$ cat config.mk
export PLATFORM = sky130hd
export DESIGN_NAME = rtc_core
export DESIGN_NICKNAME = d
export VERILOG_FILES = /design/src/rtc_pkg.sv /design/src/rtc_host_port.sv /design/src/rtc_core.sv
export VERILOG_INCLUDE_DIRS = /design/src
export SDC_FILE = /design/constraint.sdc
export NUM_CORES = 2
export LEC_CHECK = 0
export BUFFER_PORTS_ARGS = -buffer_cell sky130_fd_sc_hd__buf_2
export CORE_ASPECT_RATIO = 0.9
export CORE_MARGIN = 2
export CORE_UTILIZATION = 35
export DETAILED_ROUTE_END_ITERATION = 6
export PLACE_DENSITY_LB_ADDON = 0.15
export SLEW_MARGIN = 5
export SYNTH_ARGS = -nofsm -noshare
export SYNTH_HDL_FRONTEND = slang
export SYNTH_SLANG_ARGS = --single-unit
$ cat constraint.sdc
create_clock -name clk -period 14.1 [get_ports clk]
set_input_delay 2.115 -clock clk [delete_from_list [all_inputs] [get_ports clk]]
set_output_delay 2.115 -clock clk [all_outputs]
set_load 0.005 [all_outputs]
$ cat src/rtc_consts.svh
// Constants for the real-time clock: ports, indices, bit fields, timing.
// Assumes inclusion by rtc_host_port, rtc_core and the bench.
`ifndef RTC_CONSTS_SVH
`define RTC_CONSTS_SVH

`define PORT_B0_INDEX   16'h0070
`define PORT_B0_DATA    16'h0071
`define IDX_SECONDS     7'h00
`define IDX_YEAR        7'h09
`define IDX_REG_A       7'h0A
`define IDX_REG_B       7'h0B
`define IDX_REG_C       7'h0C
`define IDX_REG_D       7'h0D
`define IDX_CENTURY     7'h7D
`define B_SET           7
`define B_PIE           6
`define B_AIE           5
`define B_UIE           4
`define B_DM            2
`define B_H24           1
`define C_REQUEST_SUMMARY_FLAG          7
`define C_PF            6
`define C_AF            5
`define C_UF            4
`define DIV_RUN         3'h2
`define DIV_HALF        15'h4000
`define DIV_LAST        15'h7FFF
`define CRYSTAL_HZ      32768
`define UIP_LEAD_US     244
`define UIP_LEAD_TICKS  ((`UIP_LEAD_US * `CRYSTAL_HZ + 999999) / 1000000)
`define IRQ_LINE_8      4'h8
`define WILDCARD_TOP    2'h3

`endif

$ cat src/rtc_pkg.sv
// Types shared by the real-time clock host port and core.
// Assumes rtc_consts.svh is on the include path.
`default_nettype none

package rtc_pkg;
	typedef enum logic [2:0] {
		PORT_NONE     = 3'b000,
		PORT_B0_INDEX = 3'b001,
		PORT_B0_DATA  = 3'b010,
		PORT_B1_INDEX = 3'b011,
		PORT_B1_DATA  = 3'b100
	} port_sel_t;

	typedef struct packed {
		logic      valid;
		logic      write;
		port_sel_t sel;
		logic [7:0] data;
	} host_req_t;
endpackage

`default_nettype wire

$ cat src/rtc_host_port.sv
// Host I/O port: synchronises the bus pins and decodes the four ports.
// Assumes the strobes stay low for several clk cycles per access.
`default_nettype none
`include "rtc_consts.svh"

module rtc_host_port (
	// Clock and reset
	input  wire logic              clk,
	input  wire logic              reset_n,
	// Bus pins
	input  wire logic [15:0]       io_addr,
	input  wire logic [7:0]        io_data_in,
	input  wire logic              io_rd_n,
	input  wire logic              io_wr_n,
	input  wire logic              aen,
	// Relocatable bank 1 base
	input  wire logic [15:0]       bank1_base,
	// Decoded request
	output var rtc_pkg::host_req_t req,
	output logic                   rd_active
);
	import rtc_pkg::*;

	logic [15:0] addr_s1_q, addr_s2_q;
	logic [7:0]  data_s1_q, data_s2_q;
	logic [2:0]  ctl_s1_q, ctl_s2_q, ctl_s3_q;
	port_sel_t   sel;
	logic        rd_fall, wr_rise;

	// All pins pass two flops before any decode reads them.
	always_ff @(posedge clk) begin
		if (!reset_n) begin
			addr_s1_q <= 16'h0000;
			addr_s2_q <= 16'h0000;
			data_s1_q <= 8'h00;
			data_s2_q <= 8'h00;
			ctl_s1_q  <= 3'h3;
			ctl_s2_q  <= 3'h3;
			ctl_s3_q  <= 3'h3;
		end else begin
			addr_s1_q <= io_addr;
			addr_s2_q <= addr_s1_q;
			data_s1_q <= io_data_in;
			data_s2_q <= data_s1_q;
			ctl_s1_q  <= {aen, io_rd_n, io_wr_n};
			ctl_s2_q  <= ctl_s1_q;
			ctl_s3_q  <= ctl_s2_q;
		end
	end

	always_comb begin
		sel = PORT_NONE;
		if (ctl_s2_q[2]) begin
			sel = PORT_NONE;
		end else if (addr_s2_q == `PORT_B0_INDEX) begin
			sel = PORT_B0_INDEX;
		end else if (addr_s2_q == `PORT_B0_DATA) begin
			sel = PORT_B0_DATA;
		end else if (addr_s2_q == bank1_base) begin
			sel = PORT_B1_INDEX;
		end else if (addr_s2_q == bank1_base + 16'h0001) begin
			sel = PORT_B1_DATA;
		end
	end

	// Reads act at the strobe's start, writes at its end when data is firm.
	assign rd_fall = ctl_s3_q[1] && !ctl_s2_q[1];
	assign wr_rise = !ctl_s3_q[0] && ctl_s2_q[0];
	assign rd_active = !ctl_s2_q[1];

	always_comb begin
		req.valid = (rd_fall || wr_rise) && (sel != PORT_NONE);
		req.write = wr_rise;
		req.sel   = sel;
		req.data  = data_s2_q;
	end
endmodule

`default_nettype wire

$ cat src/rtc_core.sv
// Real-time clock core: calendar, alarm, flags and two CMOS banks.
// Assumes rtc_host_port timing; crystal and reset pins are asynchronous.
`default_nettype none
`include "rtc_consts.svh"

// Notes on behaviour
// - Bank 0 index at 0x70, data at 0x71, only when AEN allows.
// - Index write selects a location; data port reads or writes it.
// - Bank 1 index at the base, data at base plus one, 128 bytes.
// - Timekeeping advances only on 32.768 kHz crystal edges.
// - System reset with good battery leaves time, calendar and RAM untouched.
// - Reset with good battery clears enables, flags, access, irq drive.
// - Reset with low battery zeroes locations 00 to 0D, blocks access.
// - Interrupt is high while any enabled source flag is set.
// - Reading register C or system reset drops the interrupt.
// - Interrupt drives a line only for non-zero select; line 8 polarity.
// - Bank 0 map: time, alarms, A-D, RAM, century 7D.
// - Register C, A bit 7, D bit 7, B bit 0 are read-only.
// - While the update inhibit bit is set, no time updates happen.
// - Format bit picks binary or BCD counting of all time bytes.
// - Hour format picks 1-12 with PM bit 7, or 0-23.
// - Each second the time advances by one and the alarm is checked.
// - Month lengths and leap days are handled automatically.
// - Matching seconds, minutes, hours and date raise the alarm flag.
// - Alarm bytes C0 to FF match any value.
// - Counters wrap at their documented ranges in both formats.
// - Year carries into century, reaching year 9999.
// - Register D holds date alarm low and battery-valid bit 7.
// - Update-pending rises 244 us before each update.
// - Rate select picks one of 13 periodic taps or none.
// - Releasing the divider reset gives the first update half a second on.
module rtc_core (
	// Clock and reset
	input  wire logic        clk,
	input  wire logic        reset_n,
	// Host I/O bus
	input  wire logic [15:0] io_addr,
	input  wire logic [7:0]  io_data_in,
	input  wire logic        io_rd_n,
	input  wire logic        io_wr_n,
	input  wire logic        aen,
	output logic      [7:0]  io_data_out,
	output logic             io_data_oe,
	// Configuration
	input  wire logic [7:0]  bank1_base_low_cfg,
	input  wire logic [7:0]  bank1_base_high_cfg,
	input  wire logic [3:0]  irq_select,
	input  wire logic        irq8_invert,
	// System pins
	input  wire logic        system_reset_in,
	input  wire logic        battery_good,
	input  wire logic        crystal_in,
	output logic             crystal_out,
	// Interrupt pin
	output logic             interrupt_out,
	output logic             interrupt_oe
);
	import rtc_pkg::*;

	host_req_t  req;
	logic       rd_active;
	logic [7:0] tm_q [0:9];
	logic [7:0] nxt [0:9];
	logic [7:0] cent_q, nxt_cent;
	logic [7:0] mem0 [0:127];
	logic [7:0] mem1 [0:127];
	logic [6:0] idx0_q, idx1_q, d_q;
	logic [6:0] a_q;
	logic [7:0] b_q, rdata;
	logic [3:0] flags_q;
	logic       uip_q, upd, upd_d1_q, run, tick, per_hit, alarm_hit;
	logic [1:0] rst_s_q, bat_s_q;
	logic [2:0] xtal_q;
	logic [14:0] div_q;
	logic [3:0] uip_ticks_q;
	logic       sys_rst, low_bat, host_ok, wr0, rd_c, irq_raw;
	logic [2:0] ev;

	rtc_host_port u_port (
		.clk       (clk),
		.reset_n   (reset_n),
		.io_addr   (io_addr),
		.io_data_in(io_data_in),
		.io_rd_n   (io_rd_n),
		.io_wr_n   (io_wr_n),
		.aen       (aen),
		.bank1_base({bank1_base_high_cfg, bank1_base_low_cfg}),
		.req       (req),
		.rd_active (rd_active)
	);

	function automatic logic [7:0] from_fmt(input logic [7:0] v,
		input logic bin);
		from_fmt = bin ? v : 8'({4'h0, v[7:4]} * 8'h0A + {4'h0, v[3:0]});
	endfunction

	function automatic logic [7:0] to_fmt(input logic [7:0] n,
		input logic bin);
		logic [7:0] q, r;
		q = n / 8'h0A;
		r = n % 8'h0A;
		to_fmt = bin ? n : {q[3:0], r[3:0]};
	endfunction

	function automatic logic [7:0] month_days(input logic [7:0] m,
		input logic [7:0] y, input logic [7:0] c);
		logic leap;
		leap = (y[1:0] == 2'h0) && (y != 8'h00 || c[1:0] == 2'h0);
		if (m == 8'h02) begin
			month_days = leap ? 8'h1D : 8'h1C;
		end else if (m == 8'h04 || m == 8'h06 || m == 8'h09 || m == 8'h0B) begin
			month_days = 8'h1E;
		end else begin
			month_days = 8'h1F;
		end
	endfunction

	function automatic logic alarm_ok(input logic [7:0] al,
		input logic [7:0] t);
		alarm_ok = (al[7:6] == `WILDCARD_TOP) || (al == t);
	endfunction

	// Pins from outside the clock domain pass two flops first.
	always_ff @(posedge clk) begin
		if (!reset_n) begin
			rst_s_q <= 2'h0;
			bat_s_q <= 2'h0;
			xtal_q  <= 3'h0;
		end else begin
			rst_s_q <= {rst_s_q[0], system_reset_in};
			bat_s_q <= {bat_s_q[0], battery_good};
			xtal_q  <= {xtal_q[1:0], crystal_in};
		end
	end

	assign sys_rst = rst_s_q[1];
	assign low_bat = sys_rst && !bat_s_q[1];
	assign tick    = xtal_q[1] && !xtal_q[2];
	assign crystal_out = ~xtal_q[2];
	assign host_ok = req.valid && !sys_rst;
	assign wr0     = host_ok && req.write && req.sel == PORT_B0_DATA;
	assign rd_c    = host_ok && !req.write && req.sel == PORT_B0_DATA
		&& idx0_q == `IDX_REG_C;
	assign run     = a_q[6:4] == `DIV_RUN;

	// Divider chain; held at the half-second point while in reset.
	always_ff @(posedge clk) begin
		if (!reset_n) begin
			div_q <= `DIV_HALF;
		end else if (!run) begin
			div_q <= `DIV_HALF;
		end else if (tick) begin
			div_q <= div_q + 15'h0001;
		end
	end

	assign upd = tick && run && uip_q && !b_q[`B_SET]
		&& div_q == `DIV_LAST;

	// Update-pending leads each update by a fixed count of crystal ticks.
	always_ff @(posedge clk) begin
		if (!reset_n || !run || b_q[`B_SET] || upd_d1_q) begin
			uip_q <= 1'b0;
		end else if (tick && div_q == 15'(`DIV_LAST - `UIP_LEAD_TICKS)) begin
			uip_q <= 1'b1;
		end
	end

	always_ff @(posedge clk) begin
		if (!reset_n) begin
			upd_d1_q <= 1'b0;
		end else begin
			upd_d1_q <= upd;
		end
	end

	always_comb begin
		logic       bin, cy, pm;
		logic [7:0] v, h, md, hf;
		bin = b_q[`B_DM];
		cy  = 1'b0;
		pm  = 1'b0;
		v   = 8'h00;
		h   = 8'h00;
		md  = 8'h00;
		hf  = 8'h00;
		for (int i = 0; i < 10; i++) begin
			nxt[i] = tm_q[i];
		end
		nxt_cent = cent_q;
		v = from_fmt(tm_q[0], bin);
		cy = v >= 8'h3B;
		nxt[0] = to_fmt(cy ? 8'h00 : v + 8'h01, bin);
		if (cy) begin
			v = from_fmt(tm_q[2], bin);
			cy = v >= 8'h3B;
			nxt[2] = to_fmt(cy ? 8'h00 : v + 8'h01, bin);
		end
		if (cy) begin
			pm = tm_q[4][7];
			h = from_fmt({1'b0, tm_q[4][6:0]}, bin);
			if (b_q[`B_H24]) begin
				cy = h >= 8'h17;
				nxt[4] = to_fmt(cy ? 8'h00 : h + 8'h01, bin);
			end else begin
				cy = (h == 8'h0B) && pm;
				if (h == 8'h0B) begin
					pm = !pm;
				end
				h = (h >= 8'h0C) ? 8'h01 : h + 8'h01;
				hf = to_fmt(h, bin);
				nxt[4] = {pm, hf[6:0]};
			end
		end
		if (cy) begin
			v = from_fmt(tm_q[6], bin);
			nxt[6] = to_fmt((v >= 8'h07) ? 8'h01 : v + 8'h01, bin);
			md = month_days(from_fmt(tm_q[8], bin),
				from_fmt(tm_q[9], bin), from_fmt(cent_q, bin));
			v = from_fmt(tm_q[7], bin);
			cy = v >= md;
			nxt[7] = to_fmt(cy ? 8'h01 : v + 8'h01, bin);
		end
		if (cy) begin
			v = from_fmt(tm_q[8], bin);
			cy = v >= 8'h0C;
			nxt[8] = to_fmt(cy ? 8'h01 : v + 8'h01, bin);
		end
		if (cy) begin
			v = from_fmt(tm_q[9], bin);
			cy = v >= 8'h63;
			nxt[9] = to_fmt(cy ? 8'h00 : v + 8'h01, bin);
		end
		if (cy) begin
			v = from_fmt(cent_q, bin);
			nxt_cent = to_fmt((v >= 8'h63) ? 8'h00 : v + 8'h01, bin);
		end
	end

	// Time bytes: advanced by the update, loaded by the host.
	always_ff @(posedge clk) begin
		if (!reset_n || low_bat) begin
			for (int i = 0; i < 10; i++) begin
				tm_q[i] <= 8'h00;
			end
			cent_q <= 8'h00;
		end else if (upd) begin
			for (int i = 0; i < 10; i++) begin
				tm_q[i] <= nxt[i];
			end
			cent_q <= nxt_cent;
		end else if (wr0 && idx0_q <= `IDX_YEAR) begin
			tm_q[idx0_q[3:0]] <= req.data;
		end else if (wr0 && idx0_q == `IDX_CENTURY) begin
			cent_q <= req.data;
		end
	end

	// Control registers A, B and D; read-only bits are never stored.
	always_ff @(posedge clk) begin
		if (!reset_n || low_bat) begin
			a_q <= 7'h00;
			b_q <= 8'h00;
			d_q <= 7'h00;
		end else begin
			if (sys_rst) begin
				b_q[`B_PIE:`B_UIE] <= 3'h0;
			end
			if (wr0 && idx0_q == `IDX_REG_A) begin
				a_q <= req.data[6:0];
			end
			if (wr0 && idx0_q == `IDX_REG_B) begin
				b_q <= {req.data[7:1], 1'b0};
			end
			if (wr0 && idx0_q == `IDX_REG_D) begin
				d_q <= req.data[6:0];
			end
		end
	end

	// Index registers; both keep seven bits, so bank 1 wraps.
	always_ff @(posedge clk) begin
		if (!reset_n) begin
			idx0_q <= 7'h00;
			idx1_q <= 7'h00;
		end else if (host_ok && req.write) begin
			if (req.sel == PORT_B0_INDEX) begin
				idx0_q <= req.data[6:0];
			end else if (req.sel == PORT_B1_INDEX) begin
				idx1_q <= req.data[6:0];
			end
		end
	end

	// Plain CMOS bytes; no reset touches them.
	always_ff @(posedge clk) begin
		if (wr0 && idx0_q > `IDX_REG_D && idx0_q != `IDX_CENTURY) begin
			mem0[idx0_q] <= req.data;
		end
		if (host_ok && req.write && req.sel == PORT_B1_DATA) begin
			mem1[idx1_q] <= req.data;
		end
	end

	// Periodic tap: codes 1 and 2 reuse the taps of codes 8 and 9.
	always_comb begin
		logic [3:0] n;
		n = (a_q[3:0] < 4'h3) ? a_q[3:0] + 4'h6 : a_q[3:0] - 4'h1;
		per_hit = (a_q[3:0] != 4'h0)
			&& ((div_q & ((15'h0001 << n) - 15'h0001))
			== ((15'h0001 << n) - 15'h0001));
	end

	assign alarm_hit = alarm_ok(tm_q[1], tm_q[0])
		&& alarm_ok(tm_q[3], tm_q[2]) && alarm_ok(tm_q[5], tm_q[4])
		&& (d_q[5:0] == 6'h00 || {2'h0, d_q[5:0]} == tm_q[7]);

	// Flags {pf, af, uf, request_summary_flag}: a new event wins over a C read.
	assign ev = {tick && run && per_hit, upd_d1_q && alarm_hit, upd_d1_q};

	always_ff @(posedge clk) begin
		if (!reset_n || sys_rst) begin
			flags_q <= 4'h0;
		end else begin
			flags_q[3:1] <= ev | (rd_c ? 3'h0 : flags_q[3:1]);
			flags_q[0]   <= |(ev & b_q[`B_PIE:`B_UIE])
				|| (flags_q[0] && !rd_c);
		end
	end

	assign irq_raw = |(flags_q[3:1] & b_q[`B_PIE:`B_UIE]);

	always_ff @(posedge clk) begin
		if (!reset_n || sys_rst) begin
			interrupt_out <= 1'b0;
			interrupt_oe  <= 1'b0;
		end else begin
			interrupt_oe  <= irq_select != 4'h0;
			interrupt_out <= irq_raw
				^ (irq8_invert && irq_select == `IRQ_LINE_8);
		end
	end

	always_comb begin
		rdata = 8'h00;
		if (req.sel == PORT_B0_INDEX) begin
			rdata = {1'b0, idx0_q};
		end else if (req.sel == PORT_B1_INDEX) begin
			rdata = {1'b0, idx1_q};
		end else if (req.sel == PORT_B1_DATA) begin
			rdata = mem1[idx1_q];
		end else if (idx0_q <= `IDX_YEAR) begin
			rdata = tm_q[idx0_q[3:0]];
		end else if (idx0_q == `IDX_REG_A) begin
			rdata = {uip_q, a_q};
		end else if (idx0_q == `IDX_REG_B) begin
			rdata = b_q;
		end else if (idx0_q == `IDX_REG_C) begin
			rdata = {flags_q[0], flags_q[3:1], 4'h0};
		end else if (idx0_q == `IDX_REG_D) begin
			rdata = {bat_s_q[1], d_q};
		end else if (idx0_q == `IDX_CENTURY) begin
			rdata = cent_q;
		end else begin
			rdata = mem0[idx0_q];
		end
	end

	// Read data is held and driven until the host lifts its strobe.
	always_ff @(posedge clk) begin
		if (!reset_n || !rd_active || sys_rst) begin
			io_data_oe  <= 1'b0;
			io_data_out <= 8'h00;
		end else if (host_ok && !req.write) begin
			io_data_oe  <= 1'b1;
			io_data_out <= rdata;
		end
	end

	always_ff @(posedge clk) begin
		if (!reset_n || !uip_q) begin
			uip_ticks_q <= 4'h0;
		end else if (tick && uip_ticks_q != 4'hF) begin
			uip_ticks_q <= uip_ticks_q + 4'h1;
		end
	end
endmodule

`default_nettype wire

Yosys cells after proc, flatten, opt, wreduce, memory -nomap -nowiden. Memories as Yosys holds them, arrays and structs flattened. A register that Yosys moved wholly into a read port is not among the register bits. Cells that the tools add are included.

Register bits after elaboration: 138. RAM bits: 2128. Input bits: 53. Output and inout port bits: 12. Memories kept: 3.

Memory list: mem0 (words 128, bits a word 8, rd ports 1, clocked after memory_dff 1, write ports 1, RTL line rtc_core.sv:65) `logic [7:0] mem0 [0:127];`; mem1 (words 128, bits a word 8, rd ports 1, clocked after memory_dff 1, write ports 1, RTL line rtc_core.sv:66) `logic [7:0] mem1 [0:127];`; tm_q (words 10, bits a word 8, rd ports 11, clocked after memory_dff 1, write ports 10, RTL line rtc_core.sv:62) `logic [7:0] tm_q [0:9];`.

$add $sub $neg: 21. Multipliers: 8. Div/mod/pow operators: 18. Magnitude comparators: 12. Equal/unequal tests: 34. Shift operators: 1. Mux-type cells: 97. Bitwise gates (word level): 17. Reduce and logical (&&, ||, !) cells: 78.

Operator list (number): $mux W8 (55); $div A8 B4 Y8 const B (9); $mod A8 B4 Y8 const B (9); $add A8 B1 Y8 const B (8); $add A8 B4 Y8 (7); $mul A4 B3 Y7 const B (7); $mux W7 (6); $logic_and A1 B1 Y1 (34); $eq A16 B16 Y1 (2); $eq A16 B7 Y1 const B (2); $eq A15 B15 Y1 const B (2); $eq A7 B4 Y1 const B (4); $eq A8 B4 Y1 const B (3); $eq A8 B8 Y1 (3); $mux W1 (23); $mux W3 (7); $logic_or A1 B1 Y1 (17); $add A16 B1 Y16 const B (1); $eq A8 B3 Y1 const B (2); $ge A8 B4 Y1 const B (2); $ge A8 B6 Y1 const B (2); $ge A8 B7 Y1 const B (2); $mux W16 (1); $mux W4 (4); 43 further kinds (74).

Depth between registers and ports, before layout.
Word-level depth: 19. Mapped depth: 25.

Hierarchy. A second synthesis with hierarchy kept.

Cell total of the unflattened synthesis: 5187. Area total of the unflattened synthesis: 97272.0 um2.

By module, submodules not included: rtc_core (instances 1, cells each 4968, area each 95082.4 um2); rtc_host_port (instances 1, cells each 219, area each 2189.6 um2).

Least setup slack after synthesis. No wires, ideal clock.

Path type: input port to flip-flop. From: in bank1_base_low_cfg[0]. To: mem mem1[111][0], enable pin. Arrival: 4.706 ns. Data required time: 13.730 ns. Slack: 9.024 ns. Cell stages on the path: 13. Path through: ha_1 > and2_1 > o21ai_0 > o31ai_1 > or2_2 > a221oi_1 > and4b_1 > buf_2 > and3_1 > clkbuf_1 > nand3_1 > clkbuf_1 > nor2_1.

Word-level cells in the longest chain between the ends: 14.

RTL lines: from (decl) (RTL line rtc_core.sv:45) `input wire logic [7:0] bank1_base_low_cfg,`; $add A16 B1 Y16 (RTL line rtc_host_port.sv:61) `end else if (addr_s2_q == bank1_base + 16'h0001) begin`; $eq A16 B16 Y1 (RTL line rtc_host_port.sv:61); $mux W3 (RTL line rtc_host_port.sv:61); $mux W3 (*) (RTL line rtc_host_port.sv:59) `end else if (addr_s2_q == bank1_base) begin`; $mux W3 (*) (RTL line rtc_host_port.sv:57) `` end else if (addr_s2_q == `PORT_B0_DATA) begin ``; $mux W3 (*) (RTL line rtc_host_port.sv:55) `` end else if (addr_s2_q == `PORT_B0_INDEX) begin ``; $mux W3 (*) (RTL line rtc_host_port.sv:53) `if (ctl_s2_q[2]) begin`; $reduce_bool A3 Y1 (RTL line rtc_host_port.sv:72) `req.valid = (rd_fall || wr_rise) && (sel != PORT_NONE);`; $logic_and A1 B1 Y1 (RTL line rtc_host_port.sv:72); $logic_and A1 B1 Y1 (RTL line rtc_core.sv:140) `assign host_ok = req.valid && !sys_rst;`; $logic_and A1 B1 Y1 (RTL line rtc_core.sv:300) `if (host_ok && req.write && req.sel == PORT_B1_DATA) begin`; $logic_and A1 B1 Y1 (*) (RTL line rtc_core.sv:300); $mux W1 (*) (RTL line rtc_core.sv:300); $mux W1 (not written as such) (*) (RTL line rtc_core.sv:301) `mem1[idx1_q] <= req.data;`; to (decl) (RTL line rtc_core.sv:66).

Mark *: on every way between the ends. The rest lies on a longest branch, timed or not.

==> impl_metrics.yaml <==
sta:
  post-route-min-period_ns: 5.71
  rsz0062_at_grt: "no"
  maxSlewHeadroom: 0.102
  finClkSkew_ns: 0.0934
  fin_tns_setup_ns: 0
  fin_crit_sh: 0.405
  drv_slew: 0
  hold_viol: 0
  tightest_slew_ns: 1.35
  clock.fmax_mhz: 175
  fin_hold_ws_ns: 0.423
  setup_viol: 0
pwr:
  leakage_uw: 0.0326
  p_comb_frac: 0.031
  p_int_uw: 11400
  clockPowerShare: 0.442
  vdd_drop_max_v: 0.000104
  p_seq_frac: 0.527
  p_per_area_nw_per_um2: 131
  power.switching_uw: 3030
  p_sw_frac: 0.210
global_route:
  grt_pass1_vias: 51190
  grt_overflow_total: 0
  track_usage: 0.179
  grt_max_degree: 171
  antenna_found_initial: 10
  grt_pass1_wl_um: 374000
worst_setup_path:
  critPathCaptureType: "flip-flop"
  path_class: "flip-flop to flip-flop"
  crit_fanout: 6
  required_ns: 14.85
  arrival_ns: 6.46
  start_kind: "flip-flop"
clock_tree:
  cts-resized-gates: 0
  cts_tree: "done"
  numCtsBuffers: 247
  clkSlewWorstSetupHoldPaths_ns: 0.06
  htreeDepth: 4
  clock_path_buffers: 4
  cts-root-buf: "clkbuf_16"
  holdBufCountCts: 0
  clock-sinks: 2328
  postCtsSetupBuffers: 0
  clk_latency_ns: 0.88
final_layout:
  syn2layout_area_growth_pct: 13.4
  n_fill_cell: 24824
  final_cells: 9396
  multiInputGateArea_um2: 28500
  drive_above_1_share: 0.225
  final-seq-area_um2: 68400
  final_nets: 5654
routing:
  drt_wl_total_um: 257000
  drc: 0
  dr.pass1.iters: 5
  vias_per_cell: 5.39
  ant_nets: 0
  drt_iter0_markers: 5073
  wl_per_cell_um: 27.4
  vias: 50624
placement:
  placedCellCount: 8950
  io_buffers: 64
  dp_hpwl_um: 157000
  gp_congestion: 0.833
synth:
  seq_area_frac_synth: 0.701
  ys_ff_latch: 2328
  synth_cell_type_count: 105
  synth_cells: 5210
  synth.top_cells.by_count: "edfxtp_1 (2176), mux4_2 (711), nor2_1 (386)"
  ys_warn_count: 0
  synthFlopType: "edfxtp_1"
  synth-async-reset-ratio: 0
  yosys.area.top_type: "edfxtp_1"
  synth_top_area_frac: 0.670
  yosysMostFrequentCell: "edfxtp_1"
  yosys-top-cells-area: "edfxtp_1 (67%), mux4_2 (16%), dfxtp_1 (3.1%), nor2_1 (1.5%), ha_1 (1.1%)"
  syn_area_per_cell_um2: 18.7
  synth_edf_count: 2176
  syn_area_um2: 97600
floorplan:
  core_um2: 277000
  die_x_um: 561
  die_y_um: 505
  start_util: 0.353
  pin_count: 65
  die_area_um2: 283000
  fp-row-count: 183
job:
  drv_cap: 0
run_status:
  outcome: "finished clean"
min_path:
  hold_path.class: "flip-flop to flip-flop"
## area by class of cell
type,instances,area share
Multi-Input combinational cell,2731,0.257
Tap cell,3700,0.0418
Sequential cell,2328,0.619
Clock inverter,117,0.0104
Clock buffer,326,0.0606
Inverter,49,0.00166
Timing Repair Buffer,142,0.00934
Antenna cell,3,0.0000679
## final timing paths
| check | start | end | slack, ns | depth (start not counted) |
|---|---|---|---|---|
| hold / removal | u_port.data_s1_q[0] | u_port.data_s2_q[0] | 0.42 | 1 |
| hold reg to reg | u_port.data_s1_q[0] | u_port.data_s2_q[0] | 0.42 | 1 |
| setup / recovery | tm_q[8][7] | cent_q[3] | 8.39 | 20 |
| setup reg to reg | tm_q[8][7] | cent_q[3] | 8.39 | 20 |
## power groups by stage
stage	Clock (uW)	Sequential, uW	Combinational, uW
finish	6390	7620	448
global route	6820	7620	495
CTS	6540	7620	447
detailed placement	0	7770	445
global placement	0	7770	439
floorplan	0	7790	278
## kinds of logic after synthesis
family	synth area share
other	0.0000384
XOR/XNOR	0.0120
multiplexers	0.173
AND/OR/NAND/NOR	0.0532
AO/OA/AOI/OAI	0.0318
flip-flops	0.701
adder cells (fa/ha/maj)	0.0143
buffers and inverters	0.0144
## routing by layer
layer  vias to the layer above  global-route usage  part of all wire
met5                         -                   0                 0
met1                     27207               0.268              0.46
met3                       295              0.0245             0.052
met2                      1427               0.280              0.47
met4                         0              0.0345             0.017
li1                      21695                   -                 -
## state kept, by name, summed over array words and instances, names as in the netlist, 4 cells and up, named ones only
name,cells
a_q,7
b_q,7
cent_q,8
d_q,7
div_q,15
flags_q,4
idx0_q,7
idx1_q,7
io_data_out,8
mem0,1024
mem1,1024
tm_q,128
u_port.addr_s1_q,16
u_port.addr_s2_q,16
u_port.data_s1_q,8
u_port.data_s2_q,8
## worst max-delay path, stage by stage, from the launching register on
cell       delay, ns
edfxtp_1        0.49
ha_1            0.34
ha_1            0.16
inv_1           0.05
fa_1            0.43
xor2_1          0.18
or2_2           0.28
mux2i_1         0.16
a311oi_1        0.12
nor4b_1         0.48
o21ai_0         0.37
a2bb2oi_1       0.23
ha_1            0.26
nand2b_1        0.09
a21oi_1         0.06
or3_1           0.34
o21ai_0         0.25
nand4bb_1       0.33
o21bai_1        0.52
a21boi_0        0.17
a311oi_1        0.28
## metrics by stage
stage	worst slack, ns	instance area [um2]	utilization	total power, uW
2_1_floorplan	9.02	98200	-	8070
5_1_grt	8.00	111000	0.400	14900
4_1_cts	8.34	111000	0.400	14600
6_report	8.39	111000	0.400	14500
3_3_place_gp	7.76	103000	0.371	8210
3_5_place_dp	7.76	103000	0.371	8220
## layout by cell type (no fill, tap or decap), types with 85 or more instances in the layout
master and instances:
a21oi_1 99, and2_1 109, clkbuf_16 250, conb_1 168
dfxtp_1 133, edfxtp_1 2176, ha_1 87, mux4_2 711
nand2_1 207, nor2_1 385, o21ai_0 85
Power figures use the tool's default switching activity.
